$ cat src/pkg/uif_pkg.sv
// Purpose: Shared constants for the channel interrupt and FIFO control block
// Assumes: Host register index on a 4-bit address
// Notes:   Trigger tables hold levels in characters
package uif_pkg;
  localparam logic [3:0] ADDR_HOLD     = 4'h0;
  localparam logic [3:0] ADDR_IER      = 4'h1;
  localparam logic [3:0] ADDR_ISR_FCR  = 4'h2;
  localparam logic [3:0] ADDR_LSR      = 4'h5;
  localparam logic [3:0] ADDR_MSR      = 4'h6;
  localparam logic [3:0] ADDR_FEATURE  = 4'h8;
  localparam logic [3:0] ADDR_ENHANCED = 4'h9;
  localparam logic [3:0] ADDR_TX_TRIG  = 4'hA;
  localparam logic [3:0] ADDR_RX_TRIG  = 4'hB;

  localparam logic [7:0] RST_REG8  = 8'h00;
  localparam logic [7:0] RST_TRIG  = 8'h01;
  localparam logic [1:0] RST_SEL   = 2'h0;
  localparam logic [7:0] LEVEL_ONE = 8'h01;

  localparam int IER_RX    = 0;
  localparam int IER_TX    = 1;
  localparam int IER_LINE  = 2;
  localparam int IER_MODEM = 3;
  localparam int IER_XOFF  = 5;
  localparam int IER_RTS   = 6;
  localparam int IER_CTS   = 7;
  localparam int EFR_ENH   = 4;
  localparam int EFR_ARTS  = 6;
  localparam int EFR_ACTS  = 7;
  localparam int FCR_EN    = 0;
  localparam int FCR_RXRST = 1;
  localparam int FCR_TXRST = 2;
  localparam int FCR_DMA   = 3;
  localparam int FCR_TXLSB = 4;
  localparam int FCR_RXLSB = 6;
  localparam int FEAT_RS485 = 5;
  localparam int FEAT_TBLSB = 6;

  localparam int SRC_LINE = 0;
  localparam int SRC_RECEIVE_READY_INT = 1;
  localparam int SRC_TOUT = 2;
  localparam int SRC_TX = 3;
  localparam int SRC_MODEM = 4;
  localparam int SRC_SWFLOW = 5;
  localparam int SRC_PIN = 6;
  localparam int NUM_SRC = 7;

  localparam logic [5:0] CODE_LINE   = 6'h06;
  localparam logic [5:0] CODE_RECEIVE_READY_INT  = 6'h04;
  localparam logic [5:0] CODE_TOUT   = 6'h0C;
  localparam logic [5:0] CODE_TX     = 6'h02;
  localparam logic [5:0] CODE_MODEM  = 6'h00;
  localparam logic [5:0] CODE_SWFLOW = 6'h10;
  localparam logic [5:0] CODE_PIN    = 6'h20;
  localparam logic [5:0] CODE_NONE   = 6'h01;

  localparam int TOUT_CHARS      = 4;
  localparam int TOUT_EXTRA_BITS = 12;

  typedef enum logic [1:0] {
    TABLE_A = 2'b00,
    TABLE_B = 2'b01,
    TABLE_C = 2'b10,
    TABLE_D = 2'b11
  } uif_table_type;

  localparam logic [7:0] TRIG_A_RX [0:3] = '{8'h01, 8'h04, 8'h08, 8'h0E};
  localparam logic [7:0] TRIG_A_TX       = 8'h01;
  localparam logic [7:0] TRIG_B_RX [0:3] = '{8'h08, 8'h10, 8'h18, 8'h1C};
  localparam logic [7:0] TRIG_B_TX [0:3] = '{8'h10, 8'h08, 8'h18, 8'h1E};
  localparam logic [7:0] TRIG_C_RX [0:3] = '{8'h08, 8'h10, 8'h38, 8'h3C};
  localparam logic [7:0] TRIG_C_TX [0:3] = '{8'h08, 8'h10, 8'h20, 8'h38};
endpackage

$ cat src/design/uif_trig_table.sv
// Purpose: Trigger level lookup for both FIFO directions
// Assumes: One table serves receive and transmit
// Notes:   Purely combinational
`timescale 1ns/1ps
module uif_trig_table (
  input  wire uif_pkg::uif_table_type table_sel,
  input  wire logic [1:0]             rx_sel,
  input  wire logic [1:0]             tx_sel,
  input  wire logic [7:0]             rx_prog,
  input  wire logic [7:0]             tx_prog,
  output logic [7:0]                  rx_level,
  output logic [7:0]                  tx_level
);
  import uif_pkg::*;
  // Table D bypasses the selects entirely
  assign rx_level = (table_sel == TABLE_A) ? TRIG_A_RX[rx_sel] :
                    (table_sel == TABLE_B) ? TRIG_B_RX[rx_sel] :
                    (table_sel == TABLE_C) ? TRIG_C_RX[rx_sel] : rx_prog; // [RULE_22]
  assign tx_level = (table_sel == TABLE_A) ? TRIG_A_TX :
                    (table_sel == TABLE_B) ? TRIG_B_TX[tx_sel] :
                    (table_sel == TABLE_C) ? TRIG_C_TX[tx_sel] : tx_prog; // [RULE_22]
endmodule

$ cat src/design/uif_isr_enc.sv
// Purpose: Priority encoder for the interrupt status code
// Assumes: Bit 0 of pend is the highest priority
// Notes:   Combinational; top is one-hot or zero
`timescale 1ns/1ps
module uif_isr_enc (
  input  wire logic [uif_pkg::NUM_SRC-1:0] pend,
  output logic [uif_pkg::NUM_SRC-1:0]      top,
  output logic [5:0]                       code
);
  import uif_pkg::*;
  assign top[0] = pend[0];
  for (genvar i = 1; i < NUM_SRC; i++)
  begin : g_top
    assign top[i] = pend[i] & ~(|pend[i-1:0]); // [RULE_03]
  end
  assign code = top[SRC_LINE]   ? CODE_LINE   :
                top[SRC_RECEIVE_READY_INT]  ? CODE_RECEIVE_READY_INT  :
                top[SRC_TOUT]   ? CODE_TOUT   :
                top[SRC_TX]     ? CODE_TX     :
                top[SRC_MODEM]  ? CODE_MODEM  :
                top[SRC_SWFLOW] ? CODE_SWFLOW :
                top[SRC_PIN]    ? CODE_PIN    : CODE_NONE; // [RULE_04]
endmodule

$ cat src/design/uif_channel_ctrl.sv
// Purpose: Interrupt prioritisation and FIFO control for one channel
// Assumes: Host strobes are one-cycle pulses synchronous to core_clk
// Notes:   Serial path, FIFOs and status registers live outside
// Functional notes
// RULE_01: RTS pin change interrupt, enable bit six
// RULE_02: CTS pin change interrupt, enable bit seven
// RULE_03: Status read shows only highest pending source
// RULE_04: Six-bit source codes by priority
// RULE_05: Bit zero low while anything pending
// RULE_06: Line and modem status bits raise interrupts
// RULE_07: Timeout after four chars plus twelve bits
// RULE_08: Transmit ready on trigger, empty, or RS485
// RULE_09: Xoff or special character raises interrupt
// RULE_10: Auto CTS/DSR input rising raises change
// RULE_11: Auto RTS/DTR output rising raises change
// RULE_12: Line and modem reads clear their interrupts
// RULE_13: Receive ready level; timeout cleared by data read
// RULE_14: Status read or data write clears transmit
// RULE_15: Xoff/special cleared by read, Xon, next char
// RULE_16: Status bits seven:six show FIFO enable
// RULE_17: FIFO control ignored unless bit zero set
// RULE_18: FIFO reset bits pulse then self-clear
// RULE_19: DMA mode bit stored, no effect
// RULE_20: Transmit trigger below level or empty
// RULE_21: Receive trigger crossing, default one char
// RULE_22: Feature table picks trigger levels
// RULE_23: Channel bit mirrors pending interrupt globally
// RULE_24: Interrupt output follows any enabled pending
`timescale 1ns/1ps
module uif_channel_ctrl (
  input  wire logic       core_clk,
  input  wire logic       rst,
  input  wire logic       host_cs,
  input  wire logic       host_rd,
  input  wire logic       host_wr,
  input  wire logic [3:0] host_addr,
  input  wire logic [7:0] host_wdata,
  output logic [7:0]      host_rdata,
  input  wire logic [7:0] rx_data,
  input  wire logic [7:0] line_status,
  input  wire logic [7:0] modem_status,
  input  wire logic [7:0] rx_count,
  input  wire logic [7:0] tx_count,
  input  wire logic       rx_push,
  input  wire logic       bit_tick,
  input  wire logic [3:0] char_bits,
  input  wire logic       xoff_detect,
  input  wire logic       special_detect,
  input  wire logic       xon_detect,
  input  wire logic       tx_all_empty,
  input  wire logic       rts_pin_n,
  input  wire logic       dtr_pin_n,
  input  wire logic       cts_pin_n,
  input  wire logic       dsr_pin_n,
  input  wire logic       flow_pin_sel,
  output logic            irq,
  output logic            chan_int,
  output logic            fifo_enable,
  output logic            rx_fifo_reset,
  output logic            tx_fifo_reset,
  output logic            dma_mode,
  output logic [7:0]      rx_trigger,
  output logic [7:0]      tx_trigger,
  output logic            auto_rs485
);
  import uif_pkg::*;

  function automatic logic hit(input logic [3:0] a, input logic [3:0] want);
    hit = (a == want);
  endfunction

  // Set beats clear so an event in the clearing cycle survives
  function automatic logic sticky(input logic cur, input logic set, input logic clr);
    sticky = set | (cur & ~clr);
  endfunction

  logic [7:0]         ier_reg, efr_reg, feature_control_reg, transmit_trigger_value_reg, receive_trigger_value_reg;
  logic [1:0]         rx_sel_reg, tx_sel_reg;
  logic               line_flag, tout_flag, tx_flag, modem_flag;
  logic               xoff_flag, spec_flag, pin_flag;
  logic               line_q, modem_q, rts_q, cts_q, txe_q, below_q, tx_filled;
  logic [7:0]         tx_count_q, tout_cnt;
  logic [7:0]         rx_level, tx_level, rx_lvl_eff, tx_lvl_eff, tout_limit;
  logic [NUM_SRC-1:0] pend, top;
  logic [5:0]         code;
  logic [7:0]         rdata_next;

  wire rd_any   = host_cs & host_rd;
  wire wr_any   = host_cs & host_wr;
  wire rd_hold  = rd_any & hit(host_addr, ADDR_HOLD);
  wire rd_isr   = rd_any & hit(host_addr, ADDR_ISR_FCR);
  wire rd_lsr   = rd_any & hit(host_addr, ADDR_LSR);
  wire rd_msr   = rd_any & hit(host_addr, ADDR_MSR);
  wire wr_hold  = wr_any & hit(host_addr, ADDR_HOLD);
  wire wr_ier   = wr_any & hit(host_addr, ADDR_IER);
  wire wr_fcr   = wr_any & hit(host_addr, ADDR_ISR_FCR);
  wire wr_feat  = wr_any & hit(host_addr, ADDR_FEATURE);
  wire wr_enh   = wr_any & hit(host_addr, ADDR_ENHANCED);
  wire wr_transmit_trigger_value = wr_any & hit(host_addr, ADDR_TX_TRIG);
  wire wr_receive_trigger_value = wr_any & hit(host_addr, ADDR_RX_TRIG);
  wire enh      = efr_reg[EFR_ENH];
  wire fcr_ok   = wr_fcr & host_wdata[FCR_EN]; // [RULE_17]

  // Upper enables only move while enhanced functions are unlocked
  wire [7:0] ier_next = {enh ? host_wdata[7:5] : ier_reg[7:5], 1'b0, host_wdata[3:0]};

  uif_trig_table u_trig (
    .table_sel (uif_table_type'(feature_control_reg[FEAT_TBLSB +: 2])),
    .rx_sel    (rx_sel_reg),
    .tx_sel    (tx_sel_reg),
    .rx_prog   (receive_trigger_value_reg),
    .tx_prog   (transmit_trigger_value_reg),
    .rx_level  (rx_level),
    .tx_level  (tx_level)
  );

  // Without FIFOs the holding register behaves as a one-deep FIFO
  assign rx_lvl_eff = fifo_enable ? rx_level : LEVEL_ONE; // [RULE_21]
  assign tx_lvl_eff = fifo_enable ? tx_level : LEVEL_ONE;

  wire line_any = |line_status[4:1]; // [RULE_06]
  wire modem_any = |modem_status[3:0]; // [RULE_06]
  wire line_set = line_any & ~line_q;
  wire modem_set = modem_any & ~modem_q;

  wire rx_ready = (rx_count >= rx_lvl_eff); // [RULE_13] [RULE_21]

  // Timer restarts on any receive activity and holds once expired
  assign tout_limit = {2'b00, char_bits, 2'b00} + 8'(TOUT_EXTRA_BITS);
  wire tout_act = (rx_count != 8'h00) & ~rx_push & ~rd_hold;
  wire tout_set = tout_act & bit_tick & (tout_cnt == tout_limit - 8'h01); // [RULE_07]

  wire tx_below = (tx_count < tx_lvl_eff);
  wire below_evt = tx_below & ~below_q & tx_filled; // [RULE_20]
  wire empty_evt = (tx_count == 8'h00) & (tx_count_q != 8'h00) & ~tx_filled; // [RULE_20]
  wire txe_evt = tx_all_empty & ~txe_q;
  wire tx_evt = auto_rs485 ? txe_evt : (below_evt | empty_evt); // [RULE_08]
  wire tx_clr = wr_hold | (rd_isr & top[SRC_TX]); // [RULE_14]

  wire sw_clr = rd_isr & top[SRC_SWFLOW]; // [RULE_15]
  wire spec_clr = sw_clr | (rx_push & ~special_detect); // [RULE_15]

  wire rts_sel = flow_pin_sel ? dtr_pin_n : rts_pin_n;
  wire cts_sel = flow_pin_sel ? dsr_pin_n : cts_pin_n;
  wire rts_rise = rts_sel & ~rts_q;
  wire cts_rise = cts_sel & ~cts_q;
  wire rts_chg = rts_sel ^ rts_q;
  wire cts_chg = cts_sel ^ cts_q;
  wire rts_evt = enh & ier_reg[IER_RTS] &
                 (efr_reg[EFR_ARTS] ? rts_rise : rts_chg); // [RULE_01] [RULE_11]
  wire cts_evt = enh & ier_reg[IER_CTS] &
                 (efr_reg[EFR_ACTS] ? cts_rise : cts_chg); // [RULE_02] [RULE_10]

  assign pend[SRC_LINE]   = line_flag & ier_reg[IER_LINE];
  assign pend[SRC_RECEIVE_READY_INT]  = rx_ready & ier_reg[IER_RX];
  assign pend[SRC_TOUT]   = tout_flag & ier_reg[IER_RX];
  assign pend[SRC_TX]     = tx_flag & ier_reg[IER_TX];
  assign pend[SRC_MODEM]  = modem_flag & ier_reg[IER_MODEM];
  assign pend[SRC_SWFLOW] = (xoff_flag | spec_flag) & enh & ier_reg[IER_XOFF]; // [RULE_09]
  assign pend[SRC_PIN]    = pin_flag;
  wire pend_any = |pend;

  uif_isr_enc u_enc (
    .pend (pend),
    .top  (top),
    .code (code)
  );

  // Unmapped reads return zero; the control register is write-only
  assign rdata_next =
    hit(host_addr, ADDR_HOLD)     ? rx_data :
    hit(host_addr, ADDR_IER)      ? ier_reg :
    hit(host_addr, ADDR_ISR_FCR)  ? {fifo_enable, fifo_enable, code} : // [RULE_16] [RULE_05]
    hit(host_addr, ADDR_LSR)      ? line_status :
    hit(host_addr, ADDR_MSR)      ? modem_status :
    hit(host_addr, ADDR_FEATURE)  ? feature_control_reg :
    hit(host_addr, ADDR_ENHANCED) ? efr_reg :
    hit(host_addr, ADDR_TX_TRIG)  ? tx_count :
    hit(host_addr, ADDR_RX_TRIG)  ? rx_count : RST_REG8;

  always_ff @(posedge core_clk or posedge rst)
  begin
    if (rst)
    begin
      ier_reg   <= RST_REG8;
      efr_reg   <= RST_REG8;
      feature_control_reg  <= RST_REG8;
      transmit_trigger_value_reg <= RST_TRIG;
      receive_trigger_value_reg <= RST_TRIG;
    end
    else
    begin
      if (wr_ier)
        ier_reg <= ier_next;
      if (wr_enh)
        efr_reg <= host_wdata;
      if (wr_feat)
        feature_control_reg <= host_wdata; // [RULE_22]
      if (wr_transmit_trigger_value)
        transmit_trigger_value_reg <= host_wdata;
      if (wr_receive_trigger_value)
        receive_trigger_value_reg <= host_wdata;
    end
  end

  always_ff @(posedge core_clk or posedge rst)
  begin
    if (rst)
    begin
      fifo_enable   <= 1'b0;
      dma_mode      <= 1'b0;
      rx_fifo_reset <= 1'b0;
      tx_fifo_reset <= 1'b0;
      rx_sel_reg    <= RST_SEL;
      tx_sel_reg    <= RST_SEL;
    end
    else
    begin
      if (wr_fcr)
        fifo_enable <= host_wdata[FCR_EN]; // [RULE_17]
      rx_fifo_reset <= fcr_ok & host_wdata[FCR_RXRST]; // [RULE_18]
      tx_fifo_reset <= fcr_ok & host_wdata[FCR_TXRST]; // [RULE_18]
      if (fcr_ok)
      begin
        dma_mode   <= host_wdata[FCR_DMA]; // [RULE_19]
        rx_sel_reg <= host_wdata[FCR_RXLSB +: 2];
        if (enh)
          tx_sel_reg <= host_wdata[FCR_TXLSB +: 2];
      end
    end
  end

  always_ff @(posedge core_clk or posedge rst)
  begin
    if (rst)
    begin
      line_q     <= 1'b0;
      modem_q    <= 1'b0;
      rts_q      <= 1'b1;
      cts_q      <= 1'b1;
      txe_q      <= 1'b1;
      below_q    <= 1'b1;
      tx_filled  <= 1'b0;
      tx_count_q <= 8'h00;
      tout_cnt   <= 8'h00;
    end
    else
    begin
      line_q     <= line_any;
      modem_q    <= modem_any;
      rts_q      <= rts_sel;
      cts_q      <= cts_sel;
      txe_q      <= tx_all_empty;
      below_q    <= tx_below;
      tx_count_q <= tx_count;
      // Remembers whether the last reload went past the level
      tx_filled  <= (tx_count > tx_lvl_eff) | (tx_filled & (tx_count != 8'h00));
      if (!tout_act)
        tout_cnt <= 8'h00;
      else if (bit_tick && tout_cnt < tout_limit)
        tout_cnt <= tout_cnt + 8'h01;
    end
  end

  always_ff @(posedge core_clk or posedge rst)
  begin
    if (rst)
    begin
      line_flag  <= 1'b0;
      tout_flag  <= 1'b0;
      tx_flag    <= 1'b0;
      modem_flag <= 1'b0;
      xoff_flag  <= 1'b0;
      spec_flag  <= 1'b0;
      pin_flag   <= 1'b0;
    end
    else
    begin
      line_flag  <= sticky(line_flag, line_set, rd_lsr); // [RULE_12]
      tout_flag  <= sticky(tout_flag, tout_set, rd_hold); // [RULE_13]
      tx_flag    <= sticky(tx_flag, tx_evt, tx_clr); // [RULE_14]
      modem_flag <= sticky(modem_flag, modem_set, rd_msr); // [RULE_12]
      xoff_flag  <= sticky(xoff_flag, xoff_detect, sw_clr | xon_detect); // [RULE_15]
      spec_flag  <= sticky(spec_flag, special_detect, spec_clr); // [RULE_15]
      pin_flag   <= sticky(pin_flag, rts_evt | cts_evt, rd_msr); // [RULE_12]
    end
  end

  always_ff @(posedge core_clk or posedge rst)
  begin
    if (rst)
    begin
      host_rdata <= RST_REG8;
      irq        <= 1'b0;
      chan_int   <= 1'b0;
      rx_trigger <= LEVEL_ONE;
      tx_trigger <= LEVEL_ONE;
      auto_rs485 <= 1'b0;
    end
    else
    begin
      if (rd_any)
        host_rdata <= rdata_next; // [RULE_03]
      irq        <= pend_any; // [RULE_24]
      chan_int   <= pend_any; // [RULE_23]
      rx_trigger <= rx_lvl_eff;
      tx_trigger <= tx_lvl_eff;
      auto_rs485 <= feature_control_reg[FEAT_RS485];
    end
  end
endmodule

$ cat config.mk
export PLATFORM = sky130hd
export DESIGN_NAME = uif_channel_ctrl
export DESIGN_NICKNAME = d
export VERILOG_FILES = /design/src/pkg/uif_pkg.sv /design/src/design/uif_trig_table.sv /design/src/design/uif_isr_enc.sv /design/src/design/uif_channel_ctrl.sv
export SDC_FILE = /design/constraint.sdc
export NUM_CORES = 1
export LEC_CHECK = 0
export BUFFER_PORTS_ARGS = -buffer_cell sky130_fd_sc_hd__buf_2
export CORE_ASPECT_RATIO = 1.4
export CORE_MARGIN = 2
export CORE_UTILIZATION = 61
export CTS_CLUSTER_DIAMETER = 60
export CTS_CLUSTER_SIZE = 12
export DETAILED_ROUTE_END_ITERATION = 8
export GPL_TIMING_DRIVEN = 1
export MAX_ROUTING_LAYER = met4
export PLACE_DENSITY = 0.85
export RECOVER_POWER = 25
export REMOVE_ABC_BUFFERS = 1
export SYNTH_ARGS = -nofsm -noshare
export SYNTH_HDL_FRONTEND = slang
export SYNTH_SLANG_ARGS = --single-unit
$ cat constraint.sdc
create_clock -name core_clk -period 4.7 [get_ports core_clk]
set_input_delay 0.47 -clock core_clk [delete_from_list [all_inputs] [get_ports core_clk]]
set_output_delay 0.47 -clock core_clk [all_outputs]
set_load 0.01 [all_outputs]
==> impl_metrics.toml, run 1 <==
[route]
routed_wirelength_um = 15300
drtIter0Drc = 399
drtPass1Iterations = 5
wl_per_cell_um = 20.6
via_per_inst = 6.54
drtAntennaViolNets = 0
drcViolationCount = 0
vias = 4851

[logic_synthesis]
synthFlopType = "dfrtp_1"
synthDominantCellAreaShare_pct = 42.1
synth.avg_cell_area_um2 = 10.5
seq_area_frac_synth_pct = 45.9
syn-cell-area_mm2 = 0.00564
netlist_instances = 537
synth_edf_count = 0
synth-seq-cells = 103
synth_top_area_cell = "dfrtp_1"
synthArstFlopShare_pct = 100
ys_warn_count = 0
synth_cell_types = 66
synth_area_leaders = "dfrtp_1 42%, mux2_2 10%, ha_1 6.4%, dfstp_2 3.7%, nand2_1 3.5%"

[clocking]
h-tree-depth = 3
clk_pin_slew_worst_paths_ps = 70
clk_path_buf_depth = 2
holdBufCountCts = 0
numCtsBuffers = 9
clock-sinks = 103
root_buffer = "clkbuf_16"
cts_setup_buffers = 0
cts_tree = "yes"
cts.repair.resized = 0
insertion_delay_ps = 350

[timing]
fin_skew_ps = 7.84
slew_headroom_pct = -49.5
final_hold_viol_count = 0
fmax_mhz = 314
fin_crit_ps = 3190
tightest_slew_ps = 2230
rsz0062_at_grt = "false"
fin_tns_setup_ps = 0
setup_violations = 0
period_share_pct = 67.8
drv_slew = 53

[setup_path]
arrival_ps = 3410
worstSetupEndpointType = "flop"
ff2ff_setup_slack_ps = 1510
path_class = "reg2reg"
critPathMaxFanout = 17
r2r-end = "spec_flag$_DFF_PP0_"
critPathRequiredTime_ps = 4930
r2r_start = "feature_control_reg[6]$_DFFE_PP0P_"
crit_path_start_kind = "flop"
r2r_cells = 10

[placed_design]
place.gp.congestion = 0.976
io_buffers = 102
place_hpwl_um = 11300

[grt]
grt_pass1_vias = 4989
overflow = 0
antenna_found_initial = 0
grt_pass1_wl_um = 24700
grt.total_usage_pct = 32.3
grt_max_degree = 53

[cells_and_area]
utilization_pct = 71.7
fin_nets = 731
synthToLayoutAreaGrowth_pct = 14.7
drive_gt1_share_pct = 28.8
n_antenna_cell = 0

[die]
initial_utilization_pct = 62.5
coreArea_mm2 = 0.00903
die-area_mm2 = 0.0100
io_pins = 103
die_h_um = 118
rows = 41
die_w_um = 85.3

[pwr]
ir_drop_v = 0.000320
power.density_mw_per_mm2 = 347
power.leakage_nw = 3.05

[min_path]
hp-class = "in2reg"
worstHoldEndpoint = "txe_q$_DFF_PP1_"
hold_depth = 1
hold_start = "tx_all_empty"

[flow_run]
cap_violations = 1

[outcome]
outcome = "finished, violations left"
violations = "max-capacitance violations, max-slew violations"
cells in the mapped netlist (all sizes together), types with 3 or more instances:
library cell / count
dfrtp: 95
nand2: 52
mux2: 50
inv: 30
ha: 29
o21ai: 27
a21oi: 23
nand3: 22
nor2: 21
clkbuf: 13
nor2b: 11
nand4: 10
nand2b: 9
and2: 8
and3: 8
buf: 8
dfstp: 8
a21o: 7
nor3: 7
a22o: 6
a22oi: 6
a32oi: 6
nor4: 6
or3: 6
mux2i: 5
mux4: 5
or4: 5
a31oi: 4
o211ai: 4
xnor2: 4
and3b: 3
o22ai: 3
xor2: 3
critical path: stages, from the launching register on:
cell and delay, ps:
dfrtp_1 680, and2_1 280, nand2_1 70, o21ai_0 70, nand2_1 100, ha_1 360
a21o_1 200, a221o_1 340, a221oi_4 510, nor4b_2 330, o21bai_1 110
per-layer routing:
metal | vias to the layer above | global-route usage (%) | part of all wire, %
met5 | - | - | 0
met4 | 0 | 15.6 | 5.0
met3 | 60 | 4.84 | 6.5
met2 | 254 | 53.6 | 52
met1 | 2377 | 38.1 | 37
li1 | 2160 | - | -
cell usage in the layout (no fill, tap or decap), types with 6 or more instances in the layout:
master / instances
nand3_1: 22
clkbuf_16: 9
nand2_1: 52
ha_1: 29
nand4_1: 10
nor3_1: 6
a32oi_1: 6
o21ai_0: 27
inv_1: 29
nor2_1: 18
nand2b_1: 9
or3_1: 6
a21oi_1: 23
a22o_1: 6
dfrtp_1: 95
clkbuf_1: 8
a21o_1: 7
dfstp_2: 8
and3_1: 8
and2_1: 7
mux2_2: 48
buf_2: 94
a22oi_1: 6
nor2b_1: 11
report_power, final:
part / leakage [nW] / switching [mW] / internal (mW)
sequential: 1.29 / 0.0980 / 1.00
combinational: 1.63 / 0.237 / 0.204
clock: 0.129 / 0.341 / 0.364
total: 3.05 / 0.676 / 1.57
metrics by stage:
step | worst slack [ps] | area (um2) | power, mW | hold WS, ps | cells
6_report | 1510 | 6470 | 2.25 | 227 | 742
5_1_grt | 1290 | 6470 | 2.34 | 220 | 742
4_1_cts | 1560 | 6480 | 2.25 | 222 | 742
3_5_place_dp | 1570 | 6200 | 1.54 | 400 | 726
3_3_place_gp | 1760 | 6200 | 1.52 | 398 | 726
2_1_floorplan | 1540 | 5550 | 1.36 | 364 | 516
how the worst max path moves through the flow:
| stage | startpoint | to | slack (ps) |
|---|---|---|---|
| 5_1_grt | feature_control_reg[6]$_DFFE_PP0P_ | spec_flag$_DFF_PP0_ | 1290 |
| 2_1_floorplan | rst | auto_rs485$_DFF_PP0_ | 1540 |
| 6_report | feature_control_reg[6]$_DFFE_PP0P_ | spec_flag$_DFF_PP0_ | 1510 |
| 4_1_cts | feature_control_reg[6]$_DFFE_PP0P_ | spec_flag$_DFF_PP0_ | 1560 |
| 3_3_place_gp | feature_control_reg[6]$_DFFE_PP0P_ | spec_flag$_DFF_PP0_ | 1760 |
| 3_5_place_dp | feature_control_reg[6]$_DFFE_PP0P_ | spec_flag$_DFF_PP0_ | 1570 |
final cells by class:
cell class	instances	area, um2
clock buffer	9	225
clock inverter	7	53.8
fill	657	2560
inverter	30	114
multi-input combinational	383	2850
sequential	103	2590
tap	107	134
timing repair buffer	103	508
kinds of logic (layout without fill, tap and decap cells):
kind of cell	count (synthesis)	count (layout)	share of synthesized area, %
compound gates	109	109	13.2
simple gates	177	177	16.8
fa+ha+maj	30	30	6.61
buf+inv	51	149	3.64
flops	103	103	45.9
mux	60	60	12.9
xor+xnor	7	7	1.09
(Power assumes the default switching activity.)
==> run 2: changes to the inputs <==
ABC_AREA = 1   (was not set)
CORE_UTILIZATION = 51   (was 61)
PLACE_DENSITY = 0.76   (was 0.85)
clock period = 2.67 ns   (was 4.7 ns; I/O delays follow)
==> run 2 against run 1 <==
Effect of this change:
- the flow still finishes with violations (max-capacitance violations, max-slew violations)
- via count is 6.9% higher
- maximum frequency up 24%
- routed wire length decreased by 2.6%
- non-clock buffer count grew 10
- combinational power grew 110%
- clock-buffer cell count grew 5
- final area rose by 2.3%
- highest routed layer unchanged
==> impl_metrics.toml, run 2 <==
[route]
drtPass1Iterations = 6
drtAntennaViolNets = 0
vias = 5187
routed_wirelength_um = 14900
drtIter0Drc = 296
drcViolationCount = 0
via_per_inst = 5.38
wl_per_cell_um = 15.4

[cells_and_area]
seqCellArea_mm2 = 0.00259
synthToLayoutAreaGrowth_pct = 18.2
mostFrequentLayoutCells = "174 x nand2_1, 114 x inv_1, 94 x dfrtp_1"
multi_input_area_mm2 = 0.00253
n_antenna_cell = 0
drive_gt1_share_pct = 18.5
fillers = 948
fin_nets = 919
layout_commonest_cell = "nand2_1"

[clocking]
clock-sinks = 103
h-tree-depth = 3
insertion_delay_ps = 350
holdBufCountCts = 0
clk_pin_slew_worst_paths_ps = 70
clk_path_buf_depth = 2
cts_tree = "yes"
numCtsBuffers = 9
root_buffer = "clkbuf_16"

[logic_synthesis]
synth_edf_count = 0
synthFlopType = "dfrtp_1"
synth_area_leaders = "dfrtp_1 42%, nand2_1 12%, inv_1 7.8%, ha_1 6.5%, o21ai_0 6.1%"
syn-cell-area_mm2 = 0.00560
netlist_instances = 703
synthArstFlopShare_pct = 100
synth_most_common_cell = "nand2_1"
synth_commonest_cells = "175 x nand2_1, 116 x inv_1, 95 x dfrtp_1"
synthDominantCellAreaShare_pct = 42.5
ys_warn_count = 0
synth.avg_cell_area_um2 = 7.96
synth-seq-cells = 103
synth_cell_types = 39
seq_area_frac_synth_pct = 46.2
synth_top_area_cell = "dfrtp_1"

[timing]
fin_crit_ps = 2560
fin_skew_ps = 6.53
final_hold_viol_count = 0
tightest_slew_ps = 1970
finalWorstSetupSlack_ps = 106
period_share_pct = 96.0
slew_headroom_pct = -31.7
fin_tns_setup_ps = 0
setup_violations = 0
drv_slew = 54
fmax_mhz = 390

[grt]
antenna_found_initial = 0
grt_pass1_wl_um = 24000
grt.total_usage_pct = 26.8
overflow = 0
grt_max_degree = 55
grt_pass1_vias = 5134

[outcome]
outcome = "finished, violations left"
violations = "max-capacitance violations, max-slew violations"

[setup_path]
crit_path_start_kind = "flop"
r2r_start = "feature_control_reg[6]$_DFFE_PP0P_"
r2r_cells = 16
cp-startpoint = "feature_control_reg[6]$_DFFE_PP0P_"
critPathMaxFanout = 7
arrival_ps = 2800
critPathRequiredTime_ps = 2910
endpoint = "spec_flag$_DFF_PP0_"
ff2ff_setup_slack_ps = 110
path_class = "reg2reg"
r2r-end = "spec_flag$_DFF_PP0_"
worstSetupEndpointType = "flop"

[die]
die_h_um = 128
io_pins = 103
initial_utilization_pct = 52.1
die-area_mm2 = 0.0118
coreArea_mm2 = 0.0108
die_w_um = 92.5
rows = 45

[min_path]
hp-class = "in2reg"
hold_start = "tx_all_empty"
hold_depth = 1

[placed_design]
place.gp.congestion = 1.02
place_hpwl_um = 11700
pre_cts_ws_ps = -65.2
io_buffers = 102

[flow_run]
cap_violations = 1

[pwr]
power.leakage_nw = 3.54
power.density_mw_per_mm2 = 617
ir_drop_v = 0.000336
[run 2: final cells by class]
type	instances	share of cell area [%]
flip-flops and latches	103	39.1
multi-input cells	472	38.2
repair buffers	113	8.98
inverters	119	6.79
clock buffers	14	3.99
well taps	141	2.67
clock inverters	2	0.227
[run 2: worst min path at each step]
stage / to / slack, ps
after detailed placement: txe_q$_DFF_PP1_ / 390
final: txe_q$_DFF_PP1_ / 20
after global placement: txe_q$_DFF_PP1_ / 390
after global routing: txe_q$_DFF_PP1_ / 20
after floorplan: txe_q$_DFF_PP1_ / 270
after CTS: txe_q$_DFF_PP1_ / 30
[run 2: repair_timing]
| action | 4_1_cts | 5_1_grt |
|---|---|---|
| resized for setup | 3 | 13 |
| pin swaps | 0 | 4 |
| endpoints found under the setup margin | 3 | 9 |
| setup buffers | 0 | 7 |
| hold endpoints to repair | 0 | 0 |
[run 2: cell families after synthesis]
family / after synthesis / share of synthesized area, %
AOI/OAI and AO/OA: 120 / 11.9
xor gates and xnor gates: 13 / 2.17
adders and majority gates: 29 / 6.48
buffers and inverters: 128 / 9.07
DFF: 103 / 46.2
muxes: 2 / 0.402
and+or+nand+nor: 308 / 23.8
[run 2: through the flow]
step           total power [mW]  instances  utilization (%)  cell area, um2  hold slack, ps
3_3_place_gp               2.77        941             58.3            6270             390
6_report                   4.09        964             61.5            6620            22.3
3_5_place_dp               2.81        941             58.3            6270             393
4_1_cts                    4.04        957             61.0            6560            27.6
2_1_floorplan              2.46        694                -            5540             271
5_1_grt                    4.31        964             61.5            6620            21.2
[run 2: power breakdown]
part           switching, mW  internal [mW]
registers              0.149           1.79
clock network          0.554          0.685
logic                  0.561          0.347
total                   1.26           2.82
[run 2: layer usage]
metal  routed length [um]  GRT usage, %  part of all wire [%]
met5                    0             -                     0
met4                  718          13.7                   4.8
met3                  799          3.12                   5.4
met2                 7740          46.9                    52
met1                 5620          30.1                    38
[run 2: worst max-delay path, stage by stage, from the launching register on]
cell	delay, ps
dfrtp_2	480
inv_4	100
nor2_1	70
nor2_2	240
buf_4	160
o2111ai_1	150
ha_1	330
nand2_1	80
nand2_1	60
nand2_1	60
nand2_1	50
nand2_1	90
nand2_1	80
nand2_2	120
nand4_1	150
o21ai_1	170
nand2_1	70
